==> config.mk <==
export PLATFORM = sky130hd
export DESIGN_NAME = ldo_config_registers
export DESIGN_NICKNAME = d
export VERILOG_FILES = /design/src/ldo_cfg_pkg.sv /design/src/ldo_enable_decode.sv /design/src/ldo_config_registers.sv
export SDC_FILE = /design/constraint.sdc
export NUM_CORES = 1
export LEC_CHECK = 0
export ABC_AREA = 1
export BUFFER_PORTS_ARGS = -buffer_cell sky130_fd_sc_hd__clkbuf_2
export CORE_ASPECT_RATIO = 1.5
export CORE_MARGIN = 4
export CORE_UTILIZATION = 45
export DETAILED_ROUTE_END_ITERATION = 10
export GPL_TIMING_DRIVEN = 0
export PLACE_DENSITY = 0.72
export SYNTH_ARGS = -nofsm -noshare
export SYNTH_HDL_FRONTEND = slang
export SYNTH_HIERARCHICAL = 1
export SYNTH_SLANG_ARGS = --single-unit
==> constraint.sdc <==
create_clock -name core_clk -period 4.1 [get_ports core_clk]
set_input_delay 0.41 -clock core_clk [delete_from_list [all_inputs] [get_ports core_clk]]
set_output_delay 0.41 -clock core_clk [all_outputs]
set_load 0.02 [all_outputs]
==> src/ldo_cfg_pkg.sv <==
// shared constants and types for the regulator channel configuration bank
package ldo_cfg_pkg;
  // offsets are not all multiples of four: kept as indices, byte address is index times four
  localparam logic [7:0] voltage_index = 8'h38;
  localparam logic [7:0] control_index = 8'h39;
  localparam logic [11:0] voltage_addr = {2'h0, voltage_index, 2'h0};
  localparam logic [11:0] control_addr = {2'h0, control_index, 2'h0};
  // field positions
  localparam int offset_bit_pos = 7;
  localparam int mode_bit_pos = 4;
  localparam int discharge_bit_pos = 3;
  // voltage map in millivolts
  localparam int base_mv = 500;
  localparam int step_mv = 25;
  localparam int offset_mv = 1325;
  // reset values of reserved and offset bits
  localparam logic offset_reset = 1'h0;
  localparam logic [2:0] reserved_reset = 3'h0;
  // axi response codes
  localparam logic [1:0] resp_okay = 2'h0;
  localparam logic [1:0] resp_slverr = 2'h2;

  typedef enum {slot_assigned, forced_off, forced_on} enable_kind_type;

  // decoded state of the channel, handed to the analog side
  typedef struct packed {
    logic [6:0] target_code;
    logic offset_on;
    logic [12:0] target_mv;
    logic load_switch_mode;
    logic discharge_enable;
    logic [2:0] output_enable_select;
  } channel_cfg_type;
endpackage : ldo_cfg_pkg

==> src/ldo_enable_decode.sv <==
// decodes the enable field into slot, forced on and forced off
`timescale 1ns/10ps
module ldo_enable_decode
  import ldo_cfg_pkg::*;
(
  input wire logic [2:0] output_enable_select,
  input wire logic [3:0] slot_active,
  output logic channel_on,
  output logic [1:0] power_sequencer_slot,
  output logic under_sequencer
);
  // top bit picks forced mode, bit 1 picks on versus off
  always_comb begin
    power_sequencer_slot = output_enable_select[1:0];
    under_sequencer = !output_enable_select[2];
    if (!output_enable_select[2]) begin
      channel_on = slot_active[output_enable_select[1:0]];
    end else begin
      channel_on = output_enable_select[1];
    end
  end
endmodule : ldo_enable_decode

==> src/ldo_config_registers.sv <==
// axi4-lite register pair configuring the linear regulator channel
// How it works
// - top voltage bit adds 1.325V offset
// - code maps 0.5V plus 25mV steps
// - offset shifts range to 1.825V..5V
// - mode bit 4 selects load switch
// - discharge resistor on when disabled, enabled
// - enable field: slots, forced off, forced on
//
// The AXI4-Lite interface to the registers was decided locally.
`timescale 1ns/10ps
module ldo_config_registers
  import ldo_cfg_pkg::*;
#(
  parameter logic [6:0] factory_target_code = 7'h00,
  parameter logic factory_mode = 1'h0,
  parameter logic factory_discharge = 1'h0,
  parameter logic [2:0] factory_enable = 3'h0
) (
  input wire logic core_clk,
  input wire logic rst,
  input wire logic [11:0] s_axi_awaddr,
  input wire logic s_axi_awvalid,
  output logic s_axi_awready,
  input wire logic [31:0] s_axi_wdata,
  input wire logic [3:0] s_axi_wstrb,
  input wire logic s_axi_wvalid,
  output logic s_axi_wready,
  output logic [1:0] s_axi_bresp,
  output logic s_axi_bvalid,
  input wire logic s_axi_bready,
  input wire logic [11:0] s_axi_araddr,
  input wire logic s_axi_arvalid,
  output logic s_axi_arready,
  output logic [31:0] s_axi_rdata,
  output logic [1:0] s_axi_rresp,
  output logic s_axi_rvalid,
  input wire logic s_axi_rready,
  input wire logic [3:0] slot_active,
  output channel_cfg_type channel_cfg,
  output logic linear_regulator_channel_on,
  output logic discharge_resistor,
  output logic [1:0] power_sequencer_slot,
  output logic under_sequencer
);
  logic [7:0] voltage_reg;
  logic [7:0] control_reg;
  logic aw_held;
  logic w_held;
  logic [11:0] aw_addr;
  logic [7:0] w_byte;
  logic w_lane;
  logic next_on;
  logic [1:0] next_slot;
  logic next_seq;

  // millivolt target for a code and offset bit
  function automatic logic [12:0] code_to_mv(input logic [6:0] code, input logic off);
    int mv;
    mv = base_mv + step_mv * int'(code) + (off ? offset_mv : 0);
    return mv[12:0];
  endfunction : code_to_mv

  // address channel: accept once, hold until response goes out
  always_ff @(posedge core_clk or posedge rst) begin
    if (rst) begin
      aw_held <= 1'h0;
      aw_addr <= 12'h000;
    end else if (s_axi_awvalid && s_axi_awready) begin
      aw_held <= 1'h1;
      aw_addr <= s_axi_awaddr;
    end else if (s_axi_bvalid && s_axi_bready) begin
      aw_held <= 1'h0;
    end
  end

  // data channel: either order versus the address
  always_ff @(posedge core_clk or posedge rst) begin
    if (rst) begin
      w_held <= 1'h0;
      w_byte <= 8'h00;
      w_lane <= 1'h0;
    end else if (s_axi_wvalid && s_axi_wready) begin
      w_held <= 1'h1;
      w_byte <= s_axi_wdata[7:0];
      w_lane <= s_axi_wstrb[0];
    end else if (s_axi_bvalid && s_axi_bready) begin
      w_held <= 1'h0;
    end
  end

  // ready only while nothing of that kind is held, so one write at a time
  always_ff @(posedge core_clk or posedge rst) begin
    if (rst) begin
      s_axi_awready <= 1'h0;
      s_axi_wready <= 1'h0;
    end else begin
      s_axi_awready <= !aw_held && !(s_axi_awvalid && s_axi_awready) && !s_axi_bvalid;
      s_axi_wready <= !w_held && !(s_axi_wvalid && s_axi_wready) && !s_axi_bvalid;
    end
  end

  // response after both halves arrive; register update in the same edge
  always_ff @(posedge core_clk or posedge rst) begin
    if (rst) begin
      s_axi_bvalid <= 1'h0;
      s_axi_bresp <= resp_okay;
    end else if (aw_held && w_held && !s_axi_bvalid) begin
      s_axi_bvalid <= 1'h1;
      s_axi_bresp <= (aw_addr == voltage_addr || aw_addr == control_addr) ?
        resp_okay : resp_slverr;
    end else if (s_axi_bready) begin
      s_axi_bvalid <= 1'h0;
    end
  end

  // register storage; reserved bits stored as written, only low byte lane counts
  always_ff @(posedge core_clk or posedge rst) begin
    if (rst) begin
      voltage_reg <= {offset_reset, factory_target_code};
      control_reg <= {reserved_reset, factory_mode, factory_discharge, factory_enable};
    end else if (aw_held && w_held && !s_axi_bvalid && w_lane) begin
      if (aw_addr == voltage_addr) begin
        voltage_reg <= w_byte;
      end
      if (aw_addr == control_addr) begin
        control_reg <= w_byte; // reserved bits stored as written; software writes zero
      end
    end
  end

  // read channel: one-cycle answer, held until rready
  always_ff @(posedge core_clk or posedge rst) begin
    if (rst) begin
      s_axi_arready <= 1'h0;
      s_axi_rvalid <= 1'h0;
      s_axi_rdata <= 32'h00000000;
      s_axi_rresp <= resp_okay;
    end else if (s_axi_rvalid) begin
      s_axi_arready <= 1'h0;
      if (s_axi_rready) begin
        s_axi_rvalid <= 1'h0;
      end
    end else if (s_axi_arvalid && s_axi_arready) begin
      s_axi_arready <= 1'h0;
      s_axi_rvalid <= 1'h1;
      if (s_axi_araddr == voltage_addr) begin
        s_axi_rdata <= {24'h000000, voltage_reg};
        s_axi_rresp <= resp_okay;
      end else if (s_axi_araddr == control_addr) begin
        s_axi_rdata <= {24'h000000, control_reg};
        s_axi_rresp <= resp_okay;
      end else begin
        s_axi_rdata <= 32'h00000000;
        s_axi_rresp <= resp_slverr;
      end
    end else begin
      s_axi_arready <= 1'h1;
    end
  end

  ldo_enable_decode u_enable (
    .output_enable_select(control_reg[2:0]),
    .slot_active(slot_active),
    .channel_on(next_on),
    .power_sequencer_slot(next_slot),
    .under_sequencer(next_seq)
  );

  // decoded outputs registered so each leaves from a flip-flop
  always_ff @(posedge core_clk or posedge rst) begin
    if (rst) begin
      channel_cfg <= '0;
      linear_regulator_channel_on <= 1'h0;
      discharge_resistor <= 1'h0;
      power_sequencer_slot <= 2'h0;
      under_sequencer <= 1'h0;
    end else begin
      channel_cfg.target_code <= voltage_reg[6:0];
      channel_cfg.offset_on <= voltage_reg[offset_bit_pos];
      channel_cfg.target_mv <= code_to_mv(voltage_reg[6:0], voltage_reg[offset_bit_pos]);
      channel_cfg.load_switch_mode <= control_reg[mode_bit_pos];
      channel_cfg.discharge_enable <= control_reg[discharge_bit_pos];
      channel_cfg.output_enable_select <= control_reg[2:0];
      linear_regulator_channel_on <= next_on;
      discharge_resistor <= control_reg[discharge_bit_pos] && !next_on;
      power_sequencer_slot <= next_slot;
      under_sequencer <= next_seq;
    end
  end

  // checks; a sampled !rst keeps the release edge out, its outputs still hold reset values
  a_offset_volts: assert property (@(posedge core_clk) disable iff (rst)
    !rst && voltage_reg[7] |=>
    channel_cfg.target_mv == 13'd1825 + 13'd25 * $past(voltage_reg[6:0]))
    else $error("offset voltage wrong");
  a_base_volts: assert property (@(posedge core_clk) disable iff (rst)
    !rst && !voltage_reg[7] |=>
    channel_cfg.target_mv == 13'd500 + 13'd25 * $past(voltage_reg[6:0]))
    else $error("base voltage wrong");
  a_range_top: assert property (@(posedge core_clk) disable iff (rst)
    !rst && voltage_reg == 8'hff |=> channel_cfg.target_mv == 13'd5000)
    else $error("offset range top not 5V");
  a_mode_select: assert property (@(posedge core_clk) disable iff (rst)
    !rst |=> channel_cfg.load_switch_mode == $past(control_reg[4]))
    else $error("mode select wrong");
  a_discharge_on: assert property (@(posedge core_clk) disable iff (rst)
    !rst |=> discharge_resistor == ($past(control_reg[3]) && !linear_regulator_channel_on))
    else $error("discharge resistor state wrong");
  a_forced_on: assert property (@(posedge core_clk) disable iff (rst)
    !rst && control_reg[2:1] == 2'h3 |=> linear_regulator_channel_on)
    else $error("forced on not on");
  a_forced_off: assert property (@(posedge core_clk) disable iff (rst)
    !rst && control_reg[2:1] == 2'h2 |=> !linear_regulator_channel_on)
    else $error("forced off not off");
  a_offset_reset: assert property (@(posedge core_clk)
    $fell(rst) |-> voltage_reg[7] == 1'h0 && control_reg[7:5] == 3'h0)
    else $error("reset values wrong");
  a_write_resp: assert property (@(posedge core_clk) disable iff (rst)
    aw_held && w_held && !s_axi_bvalid |=> s_axi_bvalid)
    else $error("write response late");
  c_write_done: cover property (@(posedge core_clk) s_axi_bvalid && s_axi_bready);
  c_read_done: cover property (@(posedge core_clk) s_axi_rvalid && s_axi_rready);
  c_discharge: cover property (@(posedge core_clk) discharge_resistor);
  c_offset_used: cover property (@(posedge core_clk) channel_cfg.offset_on);
endmodule : ldo_config_registers

==> results.sh <==
export IMPL_dpl_cell_count=696
export IMPL_track_usage=0.159
export IMPL_top_register="channel_cfg"
export IMPL_avgSynthCellArea_um2=9.50
export IMPL_holdBufCountCts=0
export IMPL_multiInputGateArea_um2=1870
export IMPL_synth_edff_count=0
export IMPL_vdd_ir_drop_max_mv=0.346
export IMPL_grt_overflow=0
export IMPL_die_area_um2=11500
export IMPL_place_congestion=0.804
export IMPL_clock_latency_ns=0.33
export IMPL_ios=143
export IMPL_post_cts_buffers=0
export IMPL_fp_dieH_um=130
export IMPL_drtIter0Drc=105
export IMPL_netlist_instances=466
export IMPL_end_kind="register"
export IMPL_io_buffers=89
export IMPL_dp_hpwl_um=6720
export IMPL_start_util=0.460
export IMPL_final_layout_size_suffix_gt1_frac=0.283
export IMPL_power_density_nw_per_um2=439
export IMPL_min_path_type="input pin to asynchronous set/reset pin"
export IMPL_drt_pass1_iterations=4
export IMPL_coreArea_um2=9630
export IMPL_yosysUniqueCellTypes=37
export IMPL_worstSetupStartpointType="register"
export IMPL_cp_arrival_ns=3.55
export IMPL_num_fill_cells=842
export IMPL_rsz0062_at_grt="false"
export IMPL_worstSetupPathType="register to register"
export IMPL_area_growth_pct=22.9
export IMPL_yosys_warnings=6
export IMPL_drt_wirelength_per_cell_um=11.7
export IMPL_grt_max_degree=54
export IMPL_grt_pass1_wl_um=14200
export IMPL_grt_pass1_vias=3231
export IMPL_setup_viol=0
export IMPL_antenna_found_initial=0
export IMPL_period_needed_ns=3.32
export IMPL_total_power_mw=2.39
export IMPL_clk_path_buf_depth=2
export IMPL_reg_largest_list="channel_cfg: 26 flops, aw_addr: 12 flops"
export IMPL_fmax_mhz=301
export IMPL_outcome="complete, no violations"
export IMPL_fin_cells=712
export IMPL_vias_per_cell=4.63
export IMPL_detail_route_antenna_nets=0
export IMPL_n_antenna_cell=0
export IMPL_largest_reg_flops=26
export IMPL_finalWorstSetupSlack_ns=0.781
export IMPL_yosysTopAreaCell="dfrtp_1"
export IMPL_hold_ws_ns=0.0815
export IMPL_timing_rr_start="voltage_reg[2]"
export IMPL_period_share=0.809
export IMPL_synthTopCellsByArea="dfrtp_1, ha_1, nand2_1, inv_1, buf_4"
export IMPL_worstMarginPinSlew_ns=0.518
export IMPL_fin_nets=707
export IMPL_cts_root_buf="clkbuf_16"
export IMPL_cts_sinks=85
export IMPL_leakage_nw=3.14
export IMPL_path_clk_slew_ns=0.06
export IMPL_worst_clock_skew_ns=0.00434
export IMPL_drv_slew=0
export IMPL_hold_viol=0
export IMPL_htreeDepth=3
export IMPL_async_reset_ff_frac=1.00
export IMPL_slew_headroom=0.653
export IMPL_layout_area_seq_um2=2130
export IMPL_post_cts_resized=0
export IMPL_drc=0
export IMPL_rows=44
export IMPL_numCtsBuffers=9
export IMPL_syn_cell_area_um2=4430
export IMPL_dp_slack_ns=0.752
export IMPL_ys_seq_elements=85
export IMPL_crit_fanout=5
export IMPL_cts_tree="done"
export IMPL_crit_start="voltage_reg[2]"
export IMPL_layout_commonest_cell="nand2_1"
export IMPL_layout_common_cells="nand2_1, clkbuf_2, dfrtp_1, inv_1, ha_1"
export IMPL_synth_flop_cell="dfrtp_1"
export IMPL_setup_tns_ns=0
export IMPL_required_ns=4.33
export IMPL_synth_seq_area_share=0.480
export IMPL_wl_um=8360
export IMPL_maxCapViolCount=0
export IMPL_route_vias_total=3297
export IMPL_yosysTopAreaCellShare=0.480
export IMPL_die_x_um=89.0
## cell families after synthesis
kind of cell               after synthesis  synth area share
AOI/OAI and AO/OA                       35            0.0486
xor gates and xnor gates                 4           0.00791
adders and majority gates               44             0.134
buffers and inverters                  103             0.118
DFF                                     85             0.480
muxes                                    8            0.0203
other                                    1          0.000847
and+or+nand+nor                        186             0.190
## stage by stage
stage	cell area, um2	utilization
after floorplan	4520	-
after global placement	5110	0.531
after detailed placement	5140	0.534
after CTS	5440	0.565
after global routing	5440	0.565
final	5440	0.565
## cell usage after synthesis, drive strengths merged, types with 2 or more instances
library cell	n
nand2	104
dfrtp	85
inv	66
ha	38
nor2	34
buf	32
nand3	31
a21oi	19
o21ai	12
nand4	11
mux2	8
fa	6
xor2	4
clkbuf	3
nor3	2
o21bai	2
or2	2
## area by class of cell
class | instances | area share
buffer | 35 | 0.0464
multi-input combinational | 303 | 0.344
tap | 115 | 0.0264
timing repair buffer | 90 | 0.0869
clock inverter | 6 | 0.0129
clock buffer | 10 | 0.0421
inverter | 68 | 0.0499
sequential | 85 | 0.391
## report_power, final
part | switching (mW) | total (mW) | internal (mW)
Clock | 0.328 | 0.805 | 0.477
Combinational | 0.299 | 0.493 | 0.195
Sequential | 0.101 | 1.09 | 0.987
Total | 0.728 | 2.39 | 1.66
## routing by layer
layer | share of wire | track usage | vias to the layer above
met5 | 0 | 0 | -
met4 | 0.021 | 0.0736 | 0
met3 | 0.054 | 0.0337 | 14
met2 | 0.53 | 0.281 | 85
met1 | 0.40 | 0.179 | 1519
li1 | - | - | 1679
## worst paths after layout
| check | cells after the start | endpoint | slack, ns |
|---|---|---|---|
| setup / recovery | 17 | channel_cfg[17] | 0.78 |
| hold / removal | 2 | s_axi_wready | 0.08 |
| setup reg to reg | 17 | channel_cfg[17] | 0.78 |
| hold reg to reg | 0 | channel_cfg[4] | 0.44 |
| max in group asynchronous | 3 | s_axi_rdata[3] | 3.43 |
| min in group core_clk | 2 | s_axi_rvalid | 0.26 |
## critical path, stage by stage (launching register included)
cell	delay, ns
dfrtp_1	0.46
inv_1	0.15
ha_1	0.30
inv_1	0.05
fa_1	0.47
ha_1	0.29
inv_1	0.05
fa_1	0.49
inv_1	0.04
ha_1	0.33
nand3_1	0.09
nand2_1	0.10
nand2_1	0.07
nand2_1	0.08
nand2_1	0.09
nand2_1	0.05
nand2_1	0.06
nand2_1	0.04
Note: power is estimated with default switching activity, not from simulation.
